==> config.mk <==
export PLATFORM = sky130hd
export DESIGN_NAME = event_ctrl_top
export DESIGN_NICKNAME = d
export VERILOG_FILES = /design/src/verilog/event_ctrl_pkg.sv /design/src/verilog/mod_event_if.sv /design/src/verilog/mod_event_capture.sv /design/src/verilog/event_ctrl_top.sv
export SDC_FILE = /design/constraint.sdc
export NUM_CORES = 1
export LEC_CHECK = 0
export CAP_MARGIN = 20
export CORE_UTILIZATION = 40
export DETAILED_ROUTE_END_ITERATION = 12
export DONT_BUFFER_PORTS = 1
export GPL_ROUTABILITY_DRIVEN = 0
export SLEW_MARGIN = 20
export SYNTH_ARGS = -nofsm -noshare
export SYNTH_HDL_FRONTEND = slang
export SYNTH_HIERARCHICAL = 1
export SYNTH_SLANG_ARGS = --single-unit
==> constraint.sdc <==
create_clock -name sys_clk -period 4.2 [get_ports sys_clk]
set_input_delay 0.63 -clock sys_clk [delete_from_list [all_inputs] [get_ports sys_clk]]
set_output_delay 0.63 -clock sys_clk [all_outputs]
set_load 0.02 [all_outputs]
==> src/verilog/event_ctrl_pkg.sv <==
/*
 constants, command codes and shared helpers of the module event and control block.
 assumes a single 20 MHz clock domain and a command port that is decoded upstream.
*/
package event_ctrl_pkg;

   // ==========================================================
   // widths and field positions
   localparam int unsigned DATA_W          = 32;
   localparam int unsigned EV_TEMP_BIT     = 14;
   localparam int unsigned EV_SUPPLY_BIT   = 13;
   localparam int unsigned EV_SAFETY_BIT   = 10;
   localparam int unsigned EV_INPUT_BIT    = 6;
   localparam int unsigned EV_SERVICE_BIT  = 4;
   localparam int unsigned CTRL_RAMP_BIT   = 16;
   localparam int unsigned CTRL_KILL_BIT   = 14;
   localparam int unsigned CTRL_FINE_BIT   = 12;
   localparam int unsigned CTRL_ENDIAN_BIT = 11;
   localparam int unsigned CTRL_CLEAR_BIT  = 6;

   // ==========================================================
   // bit groups and reset values
   localparam logic [31:0] MOD_EVENT_BITS  = 32'h0000_6450;
   localparam logic [31:0] MOD_BLOCK_BITS  = 32'h0000_6410;
   localparam logic [31:0] ALL_ONES        = 32'hFFFF_FFFF;
   localparam logic [31:0] ZERO_WORD       = 32'h0000_0000;
   localparam logic [31:0] MASK_RESET      = 32'h0000_0000;
   localparam logic [31:0] SUMMARY_RESET   = 32'h0000_0000;
   localparam logic        KILL_RESET      = 1'b0;
   localparam logic        FINE_RESET      = 1'b0;
   localparam logic        BIG_ENDIAN_VAL  = 1'b1;
   localparam logic [1:0]  STRAP_CYCLES    = 2'h3;

   // ==========================================================
   // command codes of the command port
   typedef enum logic [3:0] {
      CMD_READ_MOD_EVENT  = 4'h0,
      CMD_CLEAR_MOD_EVENT = 4'h1,
      CMD_READ_MOD_MASK   = 4'h2,
      CMD_WRITE_MOD_MASK  = 4'h3,
      CMD_READ_CONTROL    = 4'h4,
      CMD_FINE_ADJUST     = 4'h5,
      CMD_KILL_ENABLE     = 4'h6,
      CMD_CLEAR_STATUS    = 4'h7,
      CMD_READ_CHAN_SUM   = 4'h8,
      CMD_CLEAR_CHAN_SUM  = 4'h9,
      CMD_READ_CHAN_MASK  = 4'hA,
      CMD_WRITE_CHAN_MASK = 4'hB
   } cmd_code_t;

   // ==========================================================
   // helpers
   function automatic logic [31:0] sticky_update(input logic [31:0] old_v,
                                                 input logic [31:0] set_v,
                                                 input logic [31:0] clr_v);
      sticky_update = (old_v & ~clr_v) | set_v;
   endfunction : sticky_update

   function automatic logic [31:0] ctrl_word(input logic ramp_off,
                                             input logic kill_en,
                                             input logic fine_en);
      ctrl_word                  = ZERO_WORD;
      ctrl_word[CTRL_RAMP_BIT]   = ramp_off;
      ctrl_word[CTRL_KILL_BIT]   = kill_en;
      ctrl_word[CTRL_FINE_BIT]   = fine_en;
      ctrl_word[CTRL_ENDIAN_BIT] = BIG_ENDIAN_VAL;
      ctrl_word[CTRL_CLEAR_BIT]  = 1'b0;
   endfunction : ctrl_word

endpackage : event_ctrl_pkg

==> src/verilog/mod_event_if.sv <==
/*
 interface between the command side and the module event capture.
 assumes both ends run on sys_clk.
*/
`timescale 1ns/1ps
interface mod_event_if;
   logic [31:0] status_cond;
   logic        reject;
   logic [31:0] w1c;
   logic        clear_all;
   logic [31:0] mask;
   logic [31:0] events;
   logic        block_any;
   logic        summary;

   modport ctrl (output status_cond, output reject, output w1c, output clear_all, output mask,
                 input events, input block_any, input summary);
   modport capt (input status_cond, input reject, input w1c, input clear_all, input mask,
                 output events, output block_any, output summary);
endinterface : mod_event_if

==> src/verilog/mod_event_capture.sv <==
/*
 sticky module event bits, hv blocking and module event summary.
 assumes inputs are already synchronous to sys_clk.
*/
`timescale 1ns/1ps
module mod_event_capture
   import event_ctrl_pkg::*;
(
   input  wire logic sys_clk,
   input  wire logic arst_n,
   mod_event_if.capt m
);

   typedef struct packed {
      logic [31:0] events;
      logic        block;
      logic        summary;
   } capt_state_t;

   capt_state_t st_r;
   capt_state_t st_nxt;
   logic [31:0] set_v;
   logic [31:0] clr_v;

   // ==========================================================
   // capture
   always_comb begin
      set_v = m.status_cond & MOD_EVENT_BITS;
      set_v[EV_INPUT_BIT] = set_v[EV_INPUT_BIT] | m.reject;
      clr_v = (m.clear_all ? ALL_ONES : m.w1c) & MOD_EVENT_BITS;
      st_nxt = st_r;
      st_nxt.events  = sticky_update(st_r.events, set_v, clr_v);
      st_nxt.block   = |(st_nxt.events & m.mask & MOD_BLOCK_BITS);
      st_nxt.summary = |(st_nxt.events & m.mask);
   end

   always_ff @(posedge sys_clk or negedge arst_n) begin
      if (!arst_n) begin
         st_r <= '0;
      end else begin
         st_r <= st_nxt;
      end
   end

   assign m.events    = st_r.events;
   assign m.block_any = st_r.block;
   assign m.summary   = st_r.summary;
endmodule : mod_event_capture

==> src/verilog/event_ctrl_top.sv <==
/*
 module event mask, module control word, channel event summary and channel summary mask.
 assumes a decoded command port on sys_clk and status pins from other clock-free logic,
 which are synchronised here before use.
*/
`timescale 1ns/1ps
module event_ctrl_top
   import event_ctrl_pkg::*;
(
   input  wire logic        sys_clk,
   input  wire logic        arst_n,
   input  wire logic        cmd_valid,
   input  wire cmd_code_t   cmd_code,
   input  wire logic [31:0] cmd_arg,
   input  wire logic [31:0] mod_status_in,
   input  wire logic [31:0] chan_event_status_in,
   input  wire logic [31:0] chan_event_mask_in,
   input  wire logic        delayed_trip_in,
   input  wire logic        ramp_unlimit_strap,
   output logic             rsp_valid_r,
   output logic [31:0]      rsp_data_r,
   output logic             rsp_error_r,
   output logic             kill_enable_r,
   output logic             fine_adjust_r,
   output logic             ramp_limited_r,
   output logic             clear_all_pulse_r,
   output logic             hv_block_r,
   output logic             module_event_summary_r,
   output logic             event_active_summary_flag_r
);

   // ==========================================================
   // state
   typedef struct packed {
      logic [31:0] stat_s1;
      logic [31:0] stat_s2;
      logic [31:0] chev_s1;
      logic [31:0] chev_s2;
      logic [31:0] chmk_s1;
      logic [31:0] chmk_s2;
      logic        trip_s1;
      logic        trip_s2;
      logic        strap_s1;
      logic        strap_s2;
      logic [1:0]  strap_cnt;
      logic        ramp_off;
      logic        kill_en;
      logic        fine_en;
      logic [31:0] mod_mask;
      logic [31:0] chan_summary;
      logic [31:0] chan_sum_mask;
      logic        mod_w1c_go;
      logic [31:0] mod_w1c;
      logic        clear_go;
      logic        reject_go;
      logic        rsp_valid;
      logic [31:0] rsp_data;
      logic        rsp_error;
      logic        ramp_limited;
      logic        event_active;
   } top_state_t;

   top_state_t  st_r;
   top_state_t  st_nxt;
   logic [31:0] chan_set;
   logic [31:0] chan_clr;
   logic        is_cmd;

   mod_event_if mev ();

   mod_event_capture u_capture (
      .sys_clk (sys_clk),
      .arst_n  (arst_n),
      .m       (mev.capt)
   );

   // ==========================================================
   // links to event capture
   assign mev.status_cond = st_r.stat_s2;
   assign mev.reject      = st_r.reject_go;
   assign mev.w1c         = st_r.mod_w1c_go ? st_r.mod_w1c : ZERO_WORD;
   assign mev.clear_all   = st_r.clear_go;
   assign mev.mask        = st_r.mod_mask;

   // ==========================================================
   // next state
   always_comb begin
      st_nxt = st_r;
      is_cmd = cmd_valid;

      // two-stage synchronisers
      st_nxt.stat_s1  = mod_status_in;
      st_nxt.stat_s2  = st_r.stat_s1;
      st_nxt.chev_s1  = chan_event_status_in;
      st_nxt.chev_s2  = st_r.chev_s1;
      st_nxt.chmk_s1  = chan_event_mask_in;
      st_nxt.chmk_s2  = st_r.chmk_s1;
      st_nxt.trip_s1  = delayed_trip_in;
      st_nxt.trip_s2  = st_r.trip_s1;
      st_nxt.strap_s1 = ramp_unlimit_strap;
      st_nxt.strap_s2 = st_r.strap_s1;

      // strap for ramp limit disable sampled in the first three cycles after reset release, then held
      if (st_r.strap_cnt != STRAP_CYCLES) begin
         st_nxt.strap_cnt = st_r.strap_cnt + 2'h1;
         st_nxt.ramp_off  = st_r.strap_s2;
      end

      // one-cycle strobes
      st_nxt.mod_w1c_go = 1'b0;
      st_nxt.mod_w1c    = ZERO_WORD;
      st_nxt.clear_go   = 1'b0;
      st_nxt.reject_go  = 1'b0;
      st_nxt.rsp_valid  = 1'b0;
      st_nxt.rsp_error  = 1'b0;
      st_nxt.rsp_data   = ZERO_WORD;
      chan_clr          = ZERO_WORD;

      if (is_cmd) begin
         st_nxt.rsp_valid = 1'b1;
         unique case (cmd_code)
            CMD_READ_MOD_EVENT: begin
               st_nxt.rsp_data = mev.events;
            end
            CMD_CLEAR_MOD_EVENT: begin
               st_nxt.mod_w1c_go = 1'b1;
               st_nxt.mod_w1c    = cmd_arg & MOD_EVENT_BITS;
            end
            CMD_READ_MOD_MASK: begin
               st_nxt.rsp_data = st_r.mod_mask;
            end
            CMD_WRITE_MOD_MASK: begin
               st_nxt.mod_mask = cmd_arg & MOD_EVENT_BITS;
            end
            CMD_READ_CONTROL: begin
               st_nxt.rsp_data = ctrl_word(st_r.ramp_off, st_r.kill_en, st_r.fine_en);
            end
            CMD_FINE_ADJUST: begin
               st_nxt.fine_en = cmd_arg[0];
            end
            CMD_KILL_ENABLE: begin
               st_nxt.kill_en = cmd_arg[0];
            end
            CMD_CLEAR_STATUS: begin
               st_nxt.clear_go = 1'b1;
               chan_clr        = ALL_ONES;
            end
            CMD_READ_CHAN_SUM: begin
               st_nxt.rsp_data = st_r.chan_summary;
            end
            CMD_CLEAR_CHAN_SUM: begin
               chan_clr = cmd_arg;
            end
            CMD_READ_CHAN_MASK: begin
               st_nxt.rsp_data = st_r.chan_sum_mask;
            end
            CMD_WRITE_CHAN_MASK: begin
               st_nxt.chan_sum_mask = cmd_arg;
            end
            default: begin
               st_nxt.rsp_error = 1'b1;
               st_nxt.reject_go = 1'b1;
            end
         endcase
      end

      // channel summary, set wins over clear
      chan_set = st_r.chev_s2 & st_r.chmk_s2;
      st_nxt.chan_summary = sticky_update(st_r.chan_summary, chan_set, chan_clr);
      st_nxt.event_active = |(st_nxt.chan_summary & st_nxt.chan_sum_mask);

      // ramp speed limit
      st_nxt.ramp_limited = (st_nxt.kill_en | st_r.trip_s2) & ~st_nxt.ramp_off;
   end

   // ==========================================================
   // registers
   always_ff @(posedge sys_clk or negedge arst_n) begin
      if (!arst_n) begin
         st_r               <= '0;
         st_r.kill_en       <= KILL_RESET;
         st_r.fine_en       <= FINE_RESET;
         st_r.mod_mask      <= MASK_RESET;
         st_r.chan_summary  <= SUMMARY_RESET;
         st_r.chan_sum_mask <= MASK_RESET;
      end else begin
         st_r <= st_nxt;
      end
   end

   // ==========================================================
   // outputs
   assign rsp_valid_r                 = st_r.rsp_valid;
   assign rsp_data_r                  = st_r.rsp_data;
   assign rsp_error_r                 = st_r.rsp_error;
   assign kill_enable_r               = st_r.kill_en;
   assign fine_adjust_r               = st_r.fine_en;
   assign ramp_limited_r              = st_r.ramp_limited;
   assign clear_all_pulse_r           = st_r.clear_go;
   assign hv_block_r                  = mev.block_any;
   assign module_event_summary_r      = mev.summary;
   assign event_active_summary_flag_r = st_r.event_active;
endmodule : event_ctrl_top

==> flow_metrics.tcl, run 1 <==
set metrics [dict create \
    post_route_cells_drive_above_1_share 0.1535 \
    holdWs_ns -0.2020 \
    maxSlewHeadroom 0.4277 \
    grt_usage 0.1669 \
    post_cts_buffers 0 \
    syn-cell-area_um2 9288 \
    io_buffer_count 0 \
    worst_pin_slew_ns 0.8554 \
    ant_nets 0 \
    setup_violations 0 \
    dp_cells 851 \
    critPathCaptureType "flip-flop" \
    synth_cells 622 \
    cts.sinks 266 \
    cts_buffers 29 \
    syn_avg_cell_area_um2 14.93 \
    crit_fanout 30 \
    cts.clk_slew.worst_paths_ns 0.06 \
    drt_first_pass_iters 5 \
    drt-initial-drc-count 417 \
    hpwlAfterDp_mm 12.38 \
    setup_tns_ns 0 \
    ys_warn_count 6 \
    crit_required_ns 4.62 \
    clk_latency_ns 0.55 \
    p_leak_nw 4.322 \
    cap_violations 0 \
    htree_levels 1 \
    remaining_drc_errors 0 \
    finalPower_mw 5.692 \
    rsz0062_at_grt "false" \
    antenna_found_initial 4 \
    syn_to_final_growth_pct 9.956 \
    slew_viol_final 0 \
    reg2reg_depth 4 \
    hp-class "in2async" \
    cp.arrival_ns 2.95 \
    fmax_mhz 396.3 \
    hold_viol 266 \
    rows 55 \
    final_common_cell "dfrtp_1" \
    ir_worst_vdd_mv 0.3485 \
    cts_tree "yes" \
    clock_skew_ns 0.01759 \
    grt_overflow_total 0 \
    grt_pass1_wl_mm 30.21 \
    period_needed_ns 2.523 \
    power.density_nw_per_um2 557.4 \
    critical_path.startpoint "cmd_code[1]" \
    stdcell_count 907 \
    routed_wl_mm 19.65 \
    cp-start-kind "input port" \
    nNetsFinal 735 \
    vias_per_cell 5.494 \
    die_area_um2 23830 \
    grt_max_degree 267 \
    num_vias 4983 \
    fin_crit_sh 0.6007 \
    initial_core_util 0.4090 \
    root_buffer "clkbuf_16" \
    final_cell_mix "266 x dfrtp_1, 38 x nor2_1, 34 x nand3_1" \
    wl_per_cell_um 21.66 \
    ctsResizeCount 0 \
    die_w_um 154.4 \
    violations "negative hold slack" \
    core_area_um2 22710 \
    clockBufferDepth 3 \
    critPathKind "in2reg" \
    grt_pass1_vias 5248 \
    die_height_um 154.4 \
    ioPinCount 178 \
    status "finished, violations left" \
    filler_cell_count 2025 \
    finalCoreUtilization 0.4497 \
    reg2reg_from "st_r[85]" \
]
-- worst max-delay path, cell delays in order --
cell	delay [ns]
and3b_2	0.68
buf_4	0.29
nand3_1	0.11
a32o_1	0.32
a22oi_1	0.20
nand4_1	0.14
or4_1	0.55
-- power by group --
part / total, mW / switching, mW / internal [mW]
registers: 2.88 / 0.120 / 2.76
logic: 0.304 / 0.151 / 0.153
clock network: 2.51 / 1.03 / 1.48
-- stage by stage --
stage	setup WS [ns]	instance area (um^2)
2_1_floorplan	1.832	9385
3_3_place_gp	1.149	9215
3_5_place_dp	1.127	9215
4_1_cts	1.700	10200
5_1_grt	1.577	10200
6_report	1.677	10210
-- routing by layer --
metal  part of all wire  global-route usage  vias to the layer above
met3              0.099             0.06080                       51
li1                   -                   -                     2146
met5            0.00066                   0                        -
met4              0.026             0.05469                        2
met2               0.49              0.2708                      231
met1               0.39              0.2078                     2553
-- worst paths after layout --
check                                              end  slack, ns
min reg2reg                                  st_r[204]       0.35
min                                          st_r[170]      -0.20
min in group sys_clk                       st_nxt[201]       0.10
max                        event_active_summary_flag_r       1.68
max in group asynchronous                    st_r[199]       3.95
max reg2reg                event_active_summary_flag_r       2.39
-- state kept, by name, summed over array words and instances, names as in the netlist --
name                         count
clear_all_pulse_r                1
event_active_summary_flag_r      1
fine_adjust_r                    1
kill_enable_r                    1
mev.mask                         5
mev.reject                       1
mev.status_cond                  5
ramp_limited_r                   1
rsp_data_r                      32
rsp_valid_r                      1
st_nxt                          71
st_r                           139
u_capture/m.block_any            1
u_capture/m.events               5
u_capture/m.summary              1
-- layout make-up --
cell class | count | area, um^2 | share of cell area
Antenna cell | 3 | 7.507 | 0.0007351
Clock buffer | 37 | 795.8 | 0.07792
Clock inverter | 16 | 185.2 | 0.01813
Inverter | 2 | 7.507 | 0.0007351
Multi-Input combinational cell | 291 | 2151 | 0.2106
Sequential cell | 266 | 6656 | 0.6518
Tap cell | 285 | 356.6 | 0.03492
Timing Repair Buffer | 7 | 52.55 | 0.005146
Power figures use the tool's default switching activity.
==> inputs of run 2 (changes only) <==
- clock period: 4.2 -> 2.6 ns (I/O delays scaled with it)
==> flow_metrics.tcl, run 2 (same netlist as run 1, synthesis figures left out) <==
set metrics [dict create \
    status "finished, violations left" \
    violations "negative hold slack" \
    ant_nets 0 \
    period_needed_ns 1.840 \
    critPathCaptureType "flip-flop" \
    power.density_nw_per_um2 843.6 \
    holdWs_ns -0.4321 \
    antenna_found_initial 0 \
    finalPower_mw 9.508 \
    crit_required_ns 3.01 \
    critPathKind "in2reg" \
    die_area_um2 23830 \
    cts.clk_slew.worst_paths_ns 0.06 \
    worst_pin_slew_ns 0.7101 \
    setup_violations 0 \
    multi_input_comb_area_um2 2142 \
    hp-class "in2async" \
    cts_hold_buf 93 \
    die_w_um 154.4 \
    cts_tree "yes" \
    num_vias 5345 \
    remaining_drc_errors 0 \
    routed_wl_mm 20.78 \
    reg2reg_slack_ns 0.81 \
    top_register "st_r" \
    crit_fanout 24 \
    cap_violations 0 \
    cp.arrival_ns 2.25 \
    final_common_cell "dfrtp_1" \
    hold_viol 266 \
    clk_latency_ns 0.54 \
    layout_setup_ws_ns 0.7599 \
    grt_overflow_total 0 \
    cp-start-kind "input port" \
    slowest_delay_ns 0.50 \
    drt_first_pass_iters 8 \
    die_height_um 154.4 \
    cpMaxStageDelayCell "or4_1" \
    diodes 0 \
    grt_pass1_vias 5918 \
    r2r-end "event_active_summary_flag_r" \
    drt-initial-drc-count 491 \
    initial_core_util 0.4090 \
    ir_worst_vdd_mv 0.5164 \
    post_route_cells_drive_above_1_share 0.1435 \
    fin_crit_sh 0.7077 \
    cp.depth 7 \
    slew_viol_final 0 \
    largest_reg_flops 139 \
    ff_latch_area_um2 6656 \
    rsz0062_at_grt "false" \
    clockBufferDepth 3 \
    maxSlewHeadroom 0.5266 \
    grt_usage 0.1780 \
    vias_per_cell 5.329 \
    wl_per_cell_um 20.72 \
    p_leak_nw 4.784 \
    ctsResizeCount 0 \
    fmax_mhz 543.5 \
    reg2reg_depth 4 \
    io_buffer_count 0 \
    root_buffer "clkbuf_16" \
    nNetsFinal 835 \
    syn_to_final_growth_pct 21.35 \
    grt_pass1_wl_mm 32.42 \
    cts.sinks 266 \
    reg2reg_from "st_r[82]" \
    worst-path-buf-inv 1 \
    clock_skew_ns 0.01885 \
    post_cts_buffers 0 \
    htree_levels 1 \
    hpwlAfterDp_mm 12.48 \
    rows 55 \
    place_ws_ns 0.1974 \
    final_cell_mix "266 x dfrtp_1, 93 x dlygate4sd3_1, 38 x nor2_1" \
    cts_buffers 29 \
    path_cells "nor2b_4, nand4_2, buf_12, mux2_2, a22oi_1, nand4_1, or4_1" \
    ioPinCount 178 \
    grt_max_degree 267 \
    critical_path.top_delay_family "simple AND/OR/NAND/NOR gates" \
    filler_cell_count 1919 \
    setup_tns_ns 0 \
    core_area_um2 22710 \
]
## run 2: worst register-to-register path, stage by stage (launching register included)
cell,delay [ns]
dfrtp_1,0.39
mux2_2,0.28
a22oi_1,0.31
nand4_1,0.19
or4_1,0.50
## run 2: layout make-up
class,count,share of cell area
Sequential cell,266,0.5906
Multi-Input combinational cell,291,0.1901
Timing Repair Buffer,107,0.09747
Clock buffer,33,0.06750
Tap cell,285,0.03164
Clock inverter,19,0.02209
Inverter,2,0.0006661
## run 2: how the worst max path moves through the flow
stage	slack (ns)	to	startpoint
2_1_floorplan	0.47	event_active_summary_flag_r	cmd_code[0]
3_3_place_gp	0.22	event_active_summary_flag_r	cmd_code[3]
3_5_place_dp	0.20	event_active_summary_flag_r	cmd_code[3]
4_1_cts	0.74	event_active_summary_flag_r	cmd_arg[14]
5_1_grt	0.67	event_active_summary_flag_r	cmd_code[3]
6_report	0.76	event_active_summary_flag_r	cmd_code[3]
## run 2: through the flow
stage,hold WS (ns),instance area [um^2],instances,utilization
after floorplan,0.09441,9385,648,-
after global placement,0.1055,9330,858,0.4109
after detailed placement,0.1047,9330,858,0.4109
after CTS,-0.4686,11270,1003,0.4963
after global routing,-0.4692,11270,1003,0.4963
final,-0.4321,11270,1003,0.4963
## run 2: where the power goes
group          switching, mW  internal [mW]
logic                  0.270          0.350
clock network           1.63           2.60
registers              0.198           4.46
## run 2: metal layers
layer / vias up / wire (um) / track usage
li1: 2326 / - / -
met1: 2750 / 8592 / 0.2301
met2: 232 / 10110 / 0.2894
met3: 37 / 1585 / 0.04791
met4: 0 / 493 / 0.06459
met5: - / 0 / 0
==> inputs of run 3 (changes only) <==
- clock period: 2.6 -> 1.5 ns (I/O delays scaled with it)
==> flow_metrics.tcl, run 3 (same netlist as run 1, synthesis figures left out) <==
set metrics [dict create \
    remaining_drc_errors 0 \
    hold_viol 268 \
    cts_tree "yes" \
    reg2reg_from "st_r[74]" \
    worst-path-buf-inv 0 \
    cap_violations 0 \
    largest_reg_flops 139 \
    routed_wl_mm 20.95 \
    htree_levels 1 \
    rows 55 \
    crit_required_ns 1.90 \
    violations "negative hold slack, negative setup slack" \
    antenna_found_initial 0 \
    slowest_delay_ns 0.51 \
    io_buffer_count 0 \
    critPathCaptureType "flip-flop" \
    die_area_um2 23830 \
    cts_buffers 28 \
    top_register "st_r" \
    num_vias 5536 \
    cts_hold_buf 111 \
    cts.sinks 266 \
    reg2reg_slack_ns -0.18 \
    grt_usage 0.1794 \
    power.density_nw_per_um2 1442 \
    reg2reg_depth 4 \
    vias_per_cell 5.272 \
    hpwlAfterDp_mm 13.41 \
    setup_violations 1 \
    cp-start-kind "flip-flop" \
    core_area_um2 22710 \
    fin_crit_sh 1.120 \
    slew_viol_final 0 \
    critPathKind "reg2reg" \
    grt_pass1_wl_mm 33.11 \
    period_needed_ns 1.680 \
    grt_overflow_total 0 \
    cts.clk_slew.worst_paths_ns 0.06 \
    r2r-end "event_active_summary_flag_r" \
    holdWs_ns -0.6063 \
    path_cells "mux2_1, a22oi_1, nand4_1, or4_1" \
    final_cell_mix "265 x dfrtp_1, 107 x dlygate4sd3_1, 38 x buf_4" \
    placed_area_um2 9578 \
    clock_skew_ns 0.008653 \
    nNetsFinal 883 \
    critical_path.top_delay_family "simple AND/OR/NAND/NOR gates" \
    status "finished, violations left" \
    post_route_cells_drive_above_1_share 0.1961 \
    syn_to_final_growth_pct 27.60 \
    die_w_um 154.4 \
    final_common_cell "dfrtp_1" \
    stdcell_count 1050 \
    grt_max_degree 267 \
    ant_nets 0 \
    rsz0062_at_grt "true" \
    wl_per_cell_um 19.96 \
    finalPower_mw 17.09 \
    ioPinCount 178 \
    die_height_um 154.4 \
    drt-initial-drc-count 463 \
    finalCoreUtilization 0.5219 \
    clockBufferDepth 3 \
    ir_worst_vdd_mv 0.8783 \
    diodes 0 \
    clk_latency_ns 0.53 \
    p_leak_nw 5.115 \
    final_area_um2 11850 \
    layout_setup_ws_ns -0.1795 \
    cp.arrival_ns 2.08 \
    drt_first_pass_iters 7 \
    cpMaxStageDelayCell "or4_1" \
    initial_core_util 0.4090 \
    dp_cells 886 \
    grt_pass1_vias 5991 \
    crit_fanout 2 \
    root_buffer "clkbuf_16" \
    fmax_mhz 595.4 \
    hp-class "in2async" \
]
## run 3: worst max-delay path by stage
| stage | cells after the start | endpoint | startpoint |
|---|---|---|---|
| 6_report | 4 | event_active_summary_flag_r | st_r[74] |
| 5_1_grt | 6 | event_active_summary_flag_r | cmd_arg[11] |
| 4_1_cts | 4 | event_active_summary_flag_r | st_r[82] |
| 3_5_place_dp | 7 | event_active_summary_flag_r | cmd_code[3] |
| 3_3_place_gp | 7 | event_active_summary_flag_r | cmd_code[3] |
| 2_1_floorplan | 8 | event_active_summary_flag_r | cmd_code[0] |
## run 3: routing by layer
layer  vias to the layer above  part of all wire  GRT usage
li1                       2423                 -          -
met3                        35             0.078    0.04035
met4                         0             0.018    0.04573
met1                      2832              0.42     0.2418
met2                       246              0.49     0.2952
met5                         -                 0          0
## run 3: where the power goes
group          total [mW]  internal (mW)  switching, mW  leakage, nW
Combinational        1.44          0.865          0.576         1.49
Clock                7.58           4.92           2.67        0.504
Sequential           8.06           7.73          0.335         3.12
## run 3: cell type report
type	count	area (um^2)
Clock inverter	11	236.5
Sequential cell	266	6658
Inverter	2	7.507
Tap cell	285	356.6
Timing Repair Buffer	156	1546
Multi-Input combinational cell	291	2243
Fill cell	1876	10860
Clock buffer	39	803.3
## run 3: repair_timing
| action | CTS | global route |
|---|---|---|
| endpoints found under the hold margin | 417 | 266 |
| setup endpoints to repair | 1 | 5 |
| pin swaps | 10 | 5 |
| resized for setup | 18 | 11 |
| buffers inserted | 2 | 1 |
## run 3: through the flow
stage	setup TNS (ns)	setup slack, ns	hold WS [ns]
after floorplan	-0.3939	-0.3939	-0.07059
after global placement	-0.9003	-0.6470	-0.06035
after detailed placement	-1.145	-0.7071	-0.06117
after CTS	-0.1616	-0.1616	-0.6343
after global routing	-0.2160	-0.2160	-0.6312
final	-0.1795	-0.1795	-0.6063
